<file path="src/dac_frontend_pkg.sv">
package dac_frontend_pkg;

  // Register addresses
  localparam logic [4:0] REG_FORMAT_POWER = 5'h00;
  localparam logic [4:0] REG_FILTER_MUTE  = 5'h01;
  localparam logic [4:0] REG_ZERO_POL     = 5'h02;
  localparam logic [4:0] REG_VOLUME_LEFT  = 5'h03;
  localparam logic [4:0] REG_VOLUME_RIGHT = 5'h04;

  // Values after reset and writable-bit masks
  localparam logic [7:0] RST_FORMAT_POWER = 8'h8b;
  localparam logic [7:0] RST_FILTER_MUTE  = 8'h02;
  localparam logic [7:0] RST_ZERO_POL     = 8'h00;
  localparam logic [7:0] RST_VOLUME       = 8'hff;
  localparam logic [7:0] MASK_FORMAT_POWER = 8'h9f;
  localparam logic [7:0] MASK_ZERO_POL     = 8'h04;

  // Field positions
  localparam int BIT_TIMING_RESET = 0;
  localparam int BIT_POWER        = 1;
  localparam int FORMAT_LSB       = 2;
  localparam int BIT_AUTO_CLOCK   = 7;
  localparam int BIT_SOFT_MUTE    = 0;
  localparam int DEEMPH_LSB       = 1;
  localparam int SPEED_LSB        = 3;
  localparam int BIT_SLOW         = 5;
  localparam int BIT_ZERO_COMBINE = 6;
  localparam int BIT_ZERO_EN      = 7;
  localparam int BIT_ZERO_INVERT  = 2;

  // Control frame
  localparam logic [1:0] CHIP_ADDR       = 2'h1;
  localparam logic [4:0] CTRL_FRAME_BITS = 5'h10;

  // Speeds and de-emphasis codes
  localparam logic [1:0] SPEED_NORMAL = 2'h0;
  localparam logic [1:0] SPEED_DOUBLE = 2'h1;
  localparam logic [1:0] SPEED_QUAD   = 2'h2;
  localparam logic [1:0] DEEMPH_OFF   = 2'h1;

  // Frame counts
  localparam logic [4:0] STEP_FRAMES_NORMAL = 5'h04;
  localparam logic [4:0] STEP_FRAMES_DOUBLE = 5'h08;
  localparam logic [4:0] STEP_FRAMES_QUAD   = 5'h10;
  localparam logic [2:0] TRST_FALL_FRAMES   = 3'h4;
  localparam logic [2:0] TRST_RISE_FRAMES   = 3'h3;
  localparam int unsigned ZERO_RUN_DEFAULT  = 8192;

  typedef enum logic [2:0] {
    FMT_LSB16 = 3'b000,
    FMT_LSB20 = 3'b001,
    FMT_MSB24 = 3'b010,
    FMT_I2S24 = 3'b011,
    FMT_LSB24 = 3'b100
  } fmt_type;

  typedef enum logic [1:0] {
    PWR_DOWN     = 2'b00,
    PWR_WAIT_CLK = 2'b01,
    PWR_RUN      = 2'b10
  } pwr_state_type;

  typedef struct packed {
    logic        is_left;
    logic [23:0] data;
  } audio_sample_type;

  typedef struct packed {
    logic [1:0] chip_addr;
    logic       write_bit;
    logic [4:0] reg_addr;
    logic [7:0] value;
  } ctrl_frame_type;

endpackage : dac_frontend_pkg

</file>
<file path="src/audio_serial_rx.sv">
`timescale 1ns/1ns
module audio_serial_rx (
  input  logic                               clk_sys,
  input  logic                               srst,
  input  logic                               enable,
  input  logic                               bit_rise,
  input  logic                               frame_level,
  input  logic                               data_bit,
  input  dac_frontend_pkg::fmt_type          format_select,
  output dac_frontend_pkg::audio_sample_type sample,
  output logic                               sample_strobe
);
  import dac_frontend_pkg::*;

  logic [31:0] shift_reg;
  logic [5:0]  bit_cnt_reg;
  logic        frame_prev_reg;
  logic        primed_reg;
  logic [31:0] shift_next;
  logic [5:0]  cnt_next;
  logic        frame_edge;

  // I2S puts the left word in the low half of the frame clock
  function automatic logic left_of(input fmt_type f, input logic lvl);
    left_of = (f == FMT_I2S24) ? !lvl : lvl;
  endfunction : left_of

  assign shift_next = {shift_reg[30:0], data_bit};
  assign cnt_next   = (bit_cnt_reg == 6'h3f) ? bit_cnt_reg : 6'(bit_cnt_reg + 6'h01);
  assign frame_edge = frame_level != frame_prev_reg;

  always_ff @(posedge clk_sys) begin
    sample_strobe <= 1'b0;
    if (srst || !enable) begin
      shift_reg      <= 32'h0000_0000;
      bit_cnt_reg    <= 6'h00;
      frame_prev_reg <= 1'b0;
      primed_reg     <= 1'b0;
      sample         <= '0;
    end else if (bit_rise) begin
      shift_reg      <= shift_next;
      frame_prev_reg <= frame_level;
      if (frame_edge) begin
        bit_cnt_reg <= 6'h01;
        primed_reg  <= 1'b1;
        // Right-justified words end at the frame edge
        if (primed_reg && (format_select == FMT_LSB16 || format_select == FMT_LSB20 ||
                           format_select == FMT_LSB24)) begin
          sample_strobe  <= 1'b1;
          sample.is_left <= left_of(format_select, frame_prev_reg);
          if (format_select == FMT_LSB16) begin
            sample.data <= {shift_reg[15:0], 8'h00};
          end else if (format_select == FMT_LSB20) begin
            sample.data <= {shift_reg[19:0], 4'h0};
          end else begin
            sample.data <= shift_reg[23:0];
          end
        end
      end else begin
        bit_cnt_reg <= cnt_next;
        // Left-justified words end 24 or 25 bits in
        if (primed_reg && ((format_select == FMT_MSB24 && cnt_next == 6'h18) ||
                           (format_select == FMT_I2S24 && cnt_next == 6'h19))) begin
          sample_strobe  <= 1'b1;
          sample.is_left <= left_of(format_select, frame_level);
          sample.data    <= shift_next[23:0];
        end
      end
    end
  end

endmodule : audio_serial_rx

</file>
<file path="src/stereo_dac_digital_frontend.sv">
`timescale 1ns/1ns
module stereo_dac_digital_frontend #(
  parameter int unsigned ZERO_RUN_FRAMES = dac_frontend_pkg::ZERO_RUN_DEFAULT
) (
  input  logic        clk_sys,
  input  logic        srst,
  input  logic        powerdown_n,
  input  logic        mclk_present,
  input  logic [1:0]  detected_speed,
  input  logic        ctrl_select_n,
  input  logic        ctrl_clock,
  input  logic        ctrl_data_in,
  input  logic        bit_clock_in,
  input  logic        frame_clock_in,
  input  logic        serial_audio_in,
  output logic [23:0] audio_left_out,
  output logic [23:0] audio_right_out,
  output logic        audio_valid_out,
  output logic [1:0]  deemph_mode_out,
  output logic [1:0]  speed_mode_out,
  output logic        slow_rolloff_out,
  output logic        conversion_active_out,
  output logic        zero_flag_out_left,
  output logic        zero_flag_out_right
);
  import dac_frontend_pkg::*;

  logic [9:0]       sync1_reg;
  logic [9:0]       sync2_reg;
  logic [5:0]       prev_reg;
  logic             s_pd_n, s_mclk, s_cs_n, s_ctrl_clock, s_ctrl_data_in, s_bit_clock_in, s_frame_clock_in, s_serial_audio_in;
  logic [1:0]       s_speed;
  logic             ctrl_clock_rise, cs_rise, bit_clock_in_rise, frame_tick;
  logic [15:0]      ctrl_shift_reg;
  logic [4:0]       ctrl_cnt_reg;
  ctrl_frame_type   frame;
  logic             write_ok;
  logic [7:0]       control_format_power_reg;
  logic [7:0]       control_filter_mute_reg;
  logic [7:0]       control_zero_polarity_reg;
  logic [7:0]       volume_left_reg;
  logic [7:0]       volume_right_reg;
  logic             power_on, timing_reset_n_bit, soft_mute_en, zero_detect_en;
  logic             zero_flag_combine, zero_flag_invert;
  logic [1:0]       deemph_select, speed_sel, eff_speed;
  fmt_type          format_select;
  pwr_state_type    state_reg;
  logic             int_timing_reset_n_reg;
  logic [2:0]       trst_cnt_reg;
  logic [2:0]       trst_need;
  logic             active;
  logic [4:0]       step_cnt_reg;
  logic             step_tick_reg;
  logic [4:0]       step_frames;
  logic [7:0]       applied_reg [2];
  logic [7:0]       vol_w [2];
  logic [15:0]      zcnt_reg [2];
  logic [1:0]       zdet;
  logic             zero_both_l, zero_both_r;
  audio_sample_type rx_sample;
  logic             rx_strobe;

  // Two-flop synchronisers for every pin from outside this clock
  always_ff @(posedge clk_sys) begin
    if (srst) begin
      sync1_reg <= 10'h030;
      sync2_reg <= 10'h030;
      prev_reg  <= 6'h30;  // Idle select and control clock high: no false edge after reset
    end else begin
      sync1_reg <= {powerdown_n, mclk_present, detected_speed, ctrl_select_n, ctrl_clock,
                    ctrl_data_in, bit_clock_in, frame_clock_in, serial_audio_in};
      sync2_reg <= sync1_reg;
      prev_reg  <= sync2_reg[5:0];
    end
  end

  assign s_pd_n  = sync2_reg[9];
  assign s_mclk  = sync2_reg[8];
  assign s_speed = sync2_reg[7:6];
  assign s_cs_n  = sync2_reg[5];
  assign s_ctrl_clock  = sync2_reg[4];
  assign s_ctrl_data_in  = sync2_reg[3];
  assign s_bit_clock_in  = sync2_reg[2];
  assign s_frame_clock_in  = sync2_reg[1];
  assign s_serial_audio_in  = sync2_reg[0];

  // Edge pulses on the synchronised copies
  assign ctrl_clock_rise  = s_ctrl_clock && !prev_reg[4];
  assign cs_rise    = s_cs_n && !prev_reg[5];
  assign bit_clock_in_rise  = s_bit_clock_in && !prev_reg[2];
  assign frame_tick = s_frame_clock_in && !prev_reg[1];

  // Control bits shift in on control-clock rise
  always_ff @(posedge clk_sys) begin
    if (srst || s_cs_n) begin
      ctrl_shift_reg <= 16'h0000;
      ctrl_cnt_reg   <= 5'h00;
    end else if (ctrl_clock_rise) begin
      ctrl_shift_reg <= {ctrl_shift_reg[14:0], s_ctrl_data_in};
      ctrl_cnt_reg   <= (ctrl_cnt_reg == 5'h1f) ? ctrl_cnt_reg : 5'(ctrl_cnt_reg + 5'h01);
    end
  end

  // Fixed chip address and write bit, exact length
  assign frame    = ctrl_frame_type'(ctrl_shift_reg);
  // No commit in power-down or without master clock
  assign write_ok = cs_rise && ctrl_cnt_reg == CTRL_FRAME_BITS && frame.chip_addr == CHIP_ADDR
                    && frame.write_bit && s_pd_n && s_mclk;

  // Power-down restores defaults; writes taken whenever powered up with master clock
  always_ff @(posedge clk_sys) begin
    if (srst || !s_pd_n) begin
      control_format_power_reg  <= RST_FORMAT_POWER;
      control_filter_mute_reg   <= RST_FILTER_MUTE;
      control_zero_polarity_reg <= RST_ZERO_POL;
      volume_left_reg           <= RST_VOLUME;
      volume_right_reg          <= RST_VOLUME;
    end else if (write_ok) begin
      if (frame.reg_addr == REG_FORMAT_POWER) begin
        control_format_power_reg <= frame.value & MASK_FORMAT_POWER;
      end else if (frame.reg_addr == REG_FILTER_MUTE) begin
        control_filter_mute_reg <= frame.value;
      end else if (frame.reg_addr == REG_ZERO_POL) begin
        control_zero_polarity_reg <= frame.value & MASK_ZERO_POL;
      end else if (frame.reg_addr == REG_VOLUME_LEFT) begin
        volume_left_reg <= frame.value;
      end else if (frame.reg_addr == REG_VOLUME_RIGHT) begin
        volume_right_reg <= frame.value;
      end
    end
  end

  // Field extraction
  assign timing_reset_n_bit          = control_format_power_reg[BIT_TIMING_RESET];
  assign power_on          = control_format_power_reg[BIT_POWER];
  assign format_select     = fmt_type'(control_format_power_reg[FORMAT_LSB +: 3]);
  assign soft_mute_en      = control_filter_mute_reg[BIT_SOFT_MUTE];
  assign deemph_select     = control_filter_mute_reg[DEEMPH_LSB +: 2];
  assign speed_sel         = control_filter_mute_reg[SPEED_LSB +: 2];
  assign zero_flag_combine = control_filter_mute_reg[BIT_ZERO_COMBINE];
  assign zero_detect_en    = control_filter_mute_reg[BIT_ZERO_EN];
  assign zero_flag_invert  = control_zero_polarity_reg[BIT_ZERO_INVERT];

  // Manual speed only when auto clock is off
  assign eff_speed = control_format_power_reg[BIT_AUTO_CLOCK] ? s_speed : speed_sel;

  // Wait for master clock and a frame edge before running
  always_ff @(posedge clk_sys) begin
    if (srst || !s_pd_n) begin
      state_reg <= PWR_DOWN;
    end else begin
      case (state_reg)
        PWR_DOWN:     state_reg <= PWR_WAIT_CLK;
        PWR_WAIT_CLK: if (s_mclk && frame_tick) begin
          state_reg <= PWR_RUN;
        end
        PWR_RUN:      if (!s_mclk) begin
          state_reg <= PWR_WAIT_CLK;
        end
        default:      state_reg <= PWR_DOWN;
      endcase
    end
  end

  // Internal timing reset follows the bit after whole frames
  assign trst_need = timing_reset_n_bit ? TRST_RISE_FRAMES : TRST_FALL_FRAMES;
  always_ff @(posedge clk_sys) begin
    if (srst || !s_pd_n || timing_reset_n_bit == int_timing_reset_n_reg) begin
      trst_cnt_reg <= 3'h0;
      if (srst || !s_pd_n) begin
        int_timing_reset_n_reg <= 1'b1;
      end
    end else if (frame_tick) begin
      if (3'(trst_cnt_reg + 3'h1) == trst_need) begin
        int_timing_reset_n_reg <= timing_reset_n_bit;
        trst_cnt_reg <= 3'h0;
      end else begin
        trst_cnt_reg <= 3'(trst_cnt_reg + 3'h1);
      end
    end
  end

  // Power bit and timing reset stop the path, registers kept
  assign active = state_reg == PWR_RUN && int_timing_reset_n_reg && power_on;

  assign step_frames = (eff_speed == SPEED_QUAD) ? STEP_FRAMES_QUAD :
                       (eff_speed == SPEED_DOUBLE) ? STEP_FRAMES_DOUBLE : STEP_FRAMES_NORMAL;
  always_ff @(posedge clk_sys) begin
    step_tick_reg <= 1'b0;
    if (srst || !active) begin
      step_cnt_reg <= 5'h00;
    end else if (frame_tick) begin
      if (5'(step_cnt_reg + 5'h01) >= step_frames) begin
        step_cnt_reg  <= 5'h00;
        step_tick_reg <= 1'b1;
      end else begin
        step_cnt_reg <= 5'(step_cnt_reg + 5'h01);
      end
    end
  end

  assign vol_w[0] = volume_left_reg;
  assign vol_w[1] = volume_right_reg;

  // Per-channel level ramp and zero-run counter
  for (genvar ch = 0; ch < 2; ch++) begin : g_chan
    logic [7:0] target;
    // Soft mute aims at zero; release turns back at once
    assign target = soft_mute_en ? 8'h00 : vol_w[ch];

    // One level per step toward the target
    always_ff @(posedge clk_sys) begin
      if (srst || !s_pd_n) begin
        applied_reg[ch] <= RST_VOLUME;
      end else if (step_tick_reg) begin
        if (applied_reg[ch] < target) begin
          applied_reg[ch] <= 8'(applied_reg[ch] + 8'h01);
        end else if (applied_reg[ch] > target) begin
          applied_reg[ch] <= 8'(applied_reg[ch] - 8'h01);
        end
      end
    end

    // Count consecutive zero samples, restart on nonzero
    always_ff @(posedge clk_sys) begin
      if (srst || !active) begin
        zcnt_reg[ch] <= 16'h0000;
      end else if (rx_strobe && (rx_sample.is_left == (ch == 0))) begin
        if (rx_sample.data != 24'h000000) begin
          zcnt_reg[ch] <= 16'h0000;
        end else if (zcnt_reg[ch] < 16'(ZERO_RUN_FRAMES)) begin
          zcnt_reg[ch] <= 16'(zcnt_reg[ch] + 16'h0001);
        end
      end
    end
    assign zdet[ch] = zcnt_reg[ch] >= 16'(ZERO_RUN_FRAMES);
  end

  // Combined mode needs both channels in a run
  assign zero_both_l = zero_flag_combine ? (zdet[0] && zdet[1]) : zdet[0];
  assign zero_both_r = zero_flag_combine ? (zdet[0] && zdet[1]) : zdet[1];

  always_ff @(posedge clk_sys) begin
    if (srst || !s_pd_n || !zero_detect_en) begin
      zero_flag_out_left  <= 1'b0;
      zero_flag_out_right <= 1'b0;
    end else if (!int_timing_reset_n_reg) begin
      zero_flag_out_left  <= 1'b1;
      zero_flag_out_right <= 1'b1;
    end else begin
      zero_flag_out_left  <= zero_both_l ^ zero_flag_invert;
      zero_flag_out_right <= zero_both_r ^ zero_flag_invert;
    end
  end

  // Serial capture in the selected format
  audio_serial_rx u_rx (
    .clk_sys       (clk_sys),
    .srst          (srst),
    .enable        (active),
    .bit_rise      (bit_clock_in_rise),
    .frame_level   (s_frame_clock_in),
    .data_bit      (s_serial_audio_in),
    .format_select (format_select),
    .sample        (rx_sample),
    .sample_strobe (rx_strobe)
  );

  // Linear gain; full scale passes untouched
  function automatic logic [23:0] scale_sample(input logic [23:0] s, input logic [7:0] lvl);
    logic signed [32:0] prod;
    prod = $signed(s) * $signed({1'b0, lvl});
    scale_sample = (lvl == 8'hff) ? s : prod[31:8];
  endfunction : scale_sample

  // Scaled samples out; a right word closes the frame
  always_ff @(posedge clk_sys) begin
    audio_valid_out <= 1'b0;
    if (srst || !active) begin
      audio_left_out  <= 24'h000000;
      audio_right_out <= 24'h000000;
    end else if (rx_strobe) begin
      if (rx_sample.is_left) begin
        audio_left_out <= scale_sample(rx_sample.data, applied_reg[0]);
      end else begin
        audio_right_out <= scale_sample(rx_sample.data, applied_reg[1]);
        audio_valid_out <= 1'b1;
      end
    end
  end

  // De-emphasis choice, forced off above normal speed
  always_ff @(posedge clk_sys) begin
    if (srst) begin
      deemph_mode_out       <= DEEMPH_OFF;
      speed_mode_out        <= SPEED_NORMAL;
      slow_rolloff_out      <= 1'b0;
      conversion_active_out <= 1'b0;
    end else begin
      deemph_mode_out       <= (eff_speed == SPEED_NORMAL) ? deemph_select : DEEMPH_OFF;
      speed_mode_out        <= eff_speed;
      slow_rolloff_out      <= control_filter_mute_reg[BIT_SLOW];
      conversion_active_out <= active;
    end
  end
endmodule : stereo_dac_digital_frontend

</file>
<file path="config.mk">
export PLATFORM = sky130hd
export DESIGN_NAME = stereo_dac_digital_frontend
export DESIGN_NICKNAME = d
export VERILOG_FILES = /design/src/dac_frontend_pkg.sv /design/src/audio_serial_rx.sv /design/src/stereo_dac_digital_frontend.sv
export SDC_FILE = /design/constraint.sdc
export NUM_CORES = 2
export LEC_CHECK = 0
export BUFFER_PORTS_ARGS = -buffer_cell sky130_fd_sc_hd__clkbuf_2
export CORE_MARGIN = 10
export CORE_UTILIZATION = 66
export CTS_BUF_LIST = sky130_fd_sc_hd__clkbuf_4 sky130_fd_sc_hd__clkbuf_8
export DETAILED_ROUTE_END_ITERATION = 10
export GPL_TIMING_DRIVEN = 0
export PLACE_DENSITY = 0.91
export RECOVER_POWER = 50
export SLEW_MARGIN = 20
export SYNTH_ARGS = -nofsm -noshare
export SYNTH_HDL_FRONTEND = slang
export SYNTH_HIERARCHICAL = 1
export SYNTH_SLANG_ARGS = --single-unit
export TNS_END_PERCENT = 100
</file>
<file path="constraint.sdc">
create_clock -name clk_sys -period 6.7 [get_ports clk_sys]
set_clock_uncertainty 0.05 [all_clocks]
set_input_delay 0 -clock clk_sys [delete_from_list [all_inputs] [get_ports clk_sys]]
set_output_delay 0 -clock clk_sys [all_outputs]
set_load 0.01 [all_outputs]
</file>
# Yosys cells after proc, flatten, opt, wreduce, memory -nomap -nowiden
# Memories as Yosys holds them, arrays and structs flattened.
# Index checks and enable logic that the tools add are counted.
totals:
  ff_bits: 205
  ramBits: 48
  input_bits: 12
  elab_cells: 243
  memories: 2
mem_list:
  columns: ["name", "depth", "width", "read_ports", "rd_clocked_by_memory_dff", "write_ports", "line", "text"]
  rows:
  - ["zcnt_reg", 2, 16, 2, 0, 2, "stereo_dac_digital_frontend.sv:57", "logic [15:0] zcnt_reg [2];"]
  - ["applied_reg", 2, 8, 2, 0, 2, "stereo_dac_digital_frontend.sv:55", "logic [7:0] applied_reg [2];"]
op_classes:
  n_addsub: 10
  mul: 2
  n_lt_le_gt_ge: 9
  eq_ne: 27
  mux: 82
  bitwise: 20
  n_reduce_logical: 60
op_table:
  columns: ["op", "count"]
  rows:
  - ["2-to-1 mux 24 bit", 4]
  - ["2-to-1 mux 25 bit", 3]
  - ["multiplier 24 x 9 -> 32 bit", 2]
  - ["2-to-1 mux 16 bit", 4]
  - ["2-to-1 mux 1 bit", 54]
  - ["2-to-1 mux 8 bit", 6]
  - ["adder 16 x 1 -> 16 bit, second input constant", 2]
  - ["greater-or-equal comparator 16 x 14 -> 1 bit, second input constant", 2]
  - ["less-than comparator 16 x 14 -> 1 bit, second input constant", 2]
  - ["nonzero test 24 bit", 1]
  - ["logical AND 1 bit", 19]
  - ["adder 8 x 1 -> 8 bit, second input constant", 2]
  - ["== test 8 bit, second input constant", 2]
  - ["> comparator 8 bit", 2]
  - ["less-than comparator 8 bit", 2]
  - ["subtractor 8 x 1 -> 8 bit, second input constant", 2]
  - ["== test 6 x 5 -> 1 bit, second input constant", 2]
  - ["2-to-1 mux 6 bit", 2]
  - ["AND reduction 2 bit", 6]
  - ["adder 5 x 1 -> 5 bit, second input constant", 2]
  - ["== test 5 x 2 -> 1 bit, second input constant", 2]
  - ["== test 5 bit, second input constant", 2]
  - ["2-to-1 mux 5 bit", 2]
  - ["inverter 1 bit", 10]
  - ["other kinds (33)", 73]

# Longest topological paths before layout
depth:
  depth_word: 9
  depth_mapped: 22

# By module
# Netlist, hierarchy kept.
by_module_without_submodules:
  columns: ["mod", "n_inst", "cells_each", "area_each_um2"]
  rows:
  - ["stereo_dac_digital_frontend", 1, 2571, 22056.2]
  - ["audio_serial_rx", 1, 356, 3099.2]

# Worst setup path before layout
# Ideal clock, no wire load.
synth_path:
  path_type: "flip-flop to flip-flop"
  start: "memory applied_reg[0][2]"
  end: "register audio_left_out[22]"
  arrival_time_ps: 5025
  t_required_ps: 6536
  path_slack_ps: 1511
  stages_incl_launch_ff: 21
  n_path_buf: 3
  path_cell_list: "edfxtp_1 clkbuf_1 clkbuf_1 nand2_1 fa_1 inv_1 fa_1 fa_1 inv_1 fa_1 inv_1 ha_1 clkbuf_1 a21o_1 a21o_1 a21oi_1 o31ai_1 and2_1 a211oi_1 a21oi_1 a2111oi_0"
synth_rtl:
  columns: ["item", "line", "text"]
  rows:
  - ["start, declared", "stereo_dac_digital_frontend.sv:55", null]
  - ["end signal, assigned", "stereo_dac_digital_frontend.sv:284", "audio_left_out <= scale_sample(rx_sample.data, applied_reg[0]);"]
  - ["end, declared", "stereo_dac_digital_frontend.sv:16", "output logic [23:0] audio_left_out,"]

# Worst setup path after layout
layout_path:
  start: "register u_rx/sample[12] in the netlist's numbering"
  end: "register audio_right_out[20]"
layout_between:
  elab_chain_cells: 2
layout_rtl:
  columns: ["item", "line", "text"]
  rows:
  - ["start, declared", "audio_serial_rx.sv:10", "output dac_frontend_pkg::audio_sample_type sample,"]
  - ["multiplier 24 x 9 -> 32 bit", "stereo_dac_digital_frontend.sv:272", "prod = $signed(s) * $signed({1'b0, lvl});"]
  - ["2-to-1 mux 24 bit", "stereo_dac_digital_frontend.sv:273", "scale_sample = (lvl == 8'hff) ? s : prod[31:8];"]
  - ["end signal, assigned", "stereo_dac_digital_frontend.sv:286", "audio_right_out <= scale_sample(rx_sample.data, applied_reg[1]);"]
  - ["end, declared", "stereo_dac_digital_frontend.sv:17", "output logic [23:0] audio_right_out,"]
# Every way passes these cells.
# A chain may end at the register's enable or synchronous reset.

==> run metrics <==
critical path required time=7080 ps; largest family of logic cells by synthesized area=adder cells; Filler cells=2764; NumNets Final=3517; max FFs per register=32; total power=3.12 mW; failing checks=max-capacitance violations, max-slew violations; Reg2Reg Launch Point=u_rx/sample[12]$_SDFFE_PP0P_; post-synthesis average cell area=8.59 um^2; Post-Synth XOR/XNOR Area=3.27%; average routed wire per standard cell=19.5 um; Hold Path Sink=sync1_reg[4]$_SDFF_PP1_; Total GRT Usage=29.9%; Syn Inst Count=2927; ys async rst share=0%; MaxCap Viol Count=1; core footprint=37700 um^2; clk slew on worst S/H paths=80 ps; initial antenna violation count=0; Post-CTS Setup Bufs=0; Reg area=5520 um^2; grt total ovfl=0; Core Rows=71; area share of the largest cell type after synthesis=23.5%; Max Fanout on Critical Path=10; P per Cell Area=115 nW/um^2; Final Cycle Share=94.0%; first-pass GRT wire length=113000 um; status=complete, but fails checks; Initial Util=66.8%; CTS sink cnt=251; synthesis warning total=6; crit path kind=flop to flop; Crit path arrival time=6680 ps; pin count of the biggest net entering global routing=17; clk_lat worst skew=590 ps; Rel. slew slack=-38.9%; GP Congestion=0.963; Slew Viols, Final=10; Detail Route Antenna Nets=0; vias in the first global route=22400; area of the multi-input gates=17300 um^2; worst hold start=ctrl_clock; Max VDD drop=0.183 mV; Remaining DRCs=0; post-synth top area cell=fa_1; share of layout cells above drive strength 1=4.67%; worst r2r path cells=20; mapped cell area=25200 um^2; Primary FF master, synth=dfxtp_1; CTS max path bufs=3; leakage power=12.6 nW; Detailed Routing Iterations Pass 1=7; post-synthesis sequential area ratio=21.9%; Synth Area in Adders=31.4%; total vias in the final route=21500; final wirelength=70100 um; Tmin final=6300 ps; DIE AREA=46300 um^2; Chip Width=215 um; CP Capture Type=flop; area delta synth->final=7.67%; vias per cell=5.99; setup violators final=0; Port Buf Inserts=68; synth unique cells=82; simple-gate share of the synthesized area=19.3%; Synth Area in Compound Gates=10.2%; clk root buf=clkbuf_8; Synth area leaders=fa_1 23%, dfxtp_1 16%, ha_1 8.0%; FF-to-FF End=audio_right_out[20]$_SDFFE_PP0P_; Ports=69; HPWL after DPL=53300 um; die height=215 um; final hold vios=0; CP startpoint kind=flop; hold depth=3; Post-synth EDFFs=49; mux contribution to synthesized area=4.64%; # H-tree levels=2; Hold Crit Class=input port to flop; cts bufs inserted=42; fmax=159 MHz; n_diodes=0; RSZ-0062 raised after global routing=false; flop-to-flop setup slack=400 ps; Least-Margin Pin Slew=2030 ps; Synth Register Bits=251; CTS tree=built; 1st-iter DRT viols=2317; TNS Setup=0 ps
[where the power goes]
part	internal [mW]	switching, mW	leakage (nW)	total [mW]
registers	1.54	0.00397	2.15	1.55
clock network	0.834	0.691	0.495	1.52
logic	0.0198	0.0309	9.95	0.0507
total	2.40	0.726	12.6	3.12
[cell usage after synthesis (all sizes together), types with 27 or more instances]
cell and n:
nor3 27, edfxtp 49, a21o 30, nand3 54
nand2 414, ha 160, inv 424, nor2b 36
nor2 141, o21ai 95, xnor2 61, fa 295
xor2 33, mux2i 102, a21oi 131, dfxtp 202
and2 194, clkbuf 160
[critical path: stages (launching register included)]
cell,delay (ps)
dfxtp_1,330
clkbuf_1,640
clkbuf_1,510
nand2_1,160
fa_1,560
inv_1,50
fa_1,500
fa_1,540
inv_1,60
fa_1,490
inv_1,40
ha_1,250
buf_2,180
nand4_1,140
nor2_1,110
or3b_1,410
a211oi_2,290
o21ai_1,160
a31oi_1,300
o21ai_0,150
nor4b_1,180
[metrics by stage]
step	std cells	cell area [um^2]	setup slack, ps	hold WS, ps	utilization [%]
6_report	3592	27100	404	85.7	71.9
5_1_grt	3592	27100	85.1	79.8	71.9
4_1_cts	3595	27200	221	68.0	72.2
3_5_place_dp	3509	26100	256	146	69.4
3_3_place_gp	3509	26100	322	136	69.4
2_1_floorplan	2930	25200	1510	53.8	-
[routing by layer]
metal	track usage, %	part of all wire [%]	vias up
met2	50.5	48	1117
li1	-	-	9627
met1	34.0	36	10500
met5	0.751	0.050	-
met3	5.60	8.7	314
met4	20.3	7.3	2
[layout by cell type, fill, tap and decap left out, types with 9 or more instances in the layout]
cell type	count
a211oi_1	13
a21o_1	30
a21oi_1	128
a311oi_1	9
a31oi_1	22
and2_1	194
and3_1	19
buf_2	11
clkbuf_1	213
clkbuf_2	14
clkbuf_8	49
clkinv_2	11
dfxtp_1	202
dlygate4sd3_1	11
edfxtp_1	49
fa_1	295
ha_1	160
inv_1	424
mux2_2	13
mux2i_1	102
nand2_1	414
nand2b_1	25
nand3_1	54
nand3b_1	10
nand4_1	23
nor2_1	141
nor2b_1	36
nor3_1	27
o211ai_1	14
o21a_1	12
o21ai_0	85
o21bai_1	10
or2_2	11
or3_1	11
xnor2_1	61
xor2_1	33
[kinds of logic (layout without fill, tap and decap cells)]
| group | count (synthesis) | in the layout |
|---|---|---|
| fa+ha+maj | 455 | 455 |
| mux | 115 | 115 |
| xor+xnor | 94 | 94 |
| simple gates | 1001 | 1001 |
| other cells | 1 | 4 |
| buf+inv | 607 | 758 |
| flops | 251 | 251 |
| compound gates | 403 | 403 |
[cell type report]
cell class              count  share of cell area, %
multi-input cells        2072                   64.0
flip-flops and latches    251                   20.4
well taps                 511                   2.36
plain buffers             180                   2.62
repair buffers             79                   1.40
clock inverters            20                  0.771
inverters                 424                   5.88
clock buffers              55                   2.66
[worst max-delay path by stage]
stage / from / slack [ps] / to / cells after the start
6_report: u_rx/sample[12]$_SDFFE_PP0P_ / 400 / audio_right_out[20]$_SDFFE_PP0P_ / 20
5_1_grt: u_rx/sample[15]$_SDFFE_PP0P_ / 90 / audio_right_out[15]$_SDFFE_PP0P_ / 20
2_1_floorplan: applied_reg[0][2]$_DFFE_PP_ / 1510 / audio_left_out[22]$_SDFFE_PP0P_ / 20
3_3_place_gp: u_rx/sample[7]$_SDFFE_PP0P_ / 320 / audio_left_out[22]$_SDFFE_PP0P_ / 19
3_5_place_dp: u_rx/sample[7]$_SDFFE_PP0P_ / 260 / audio_left_out[22]$_SDFFE_PP0P_ / 19
4_1_cts: u_rx/sample[6]$_SDFFE_PP0P_ / 220 / audio_left_out[22]$_SDFFE_PP0P_ / 19
[timing repair]
item                       4_1_cts  5_1_grt
resized for setup                0       12
setup endpoints to repair        0        6
hold buffers                    11        0
hold endpoints to repair        19        0
Power figures use the tool's default switching activity.
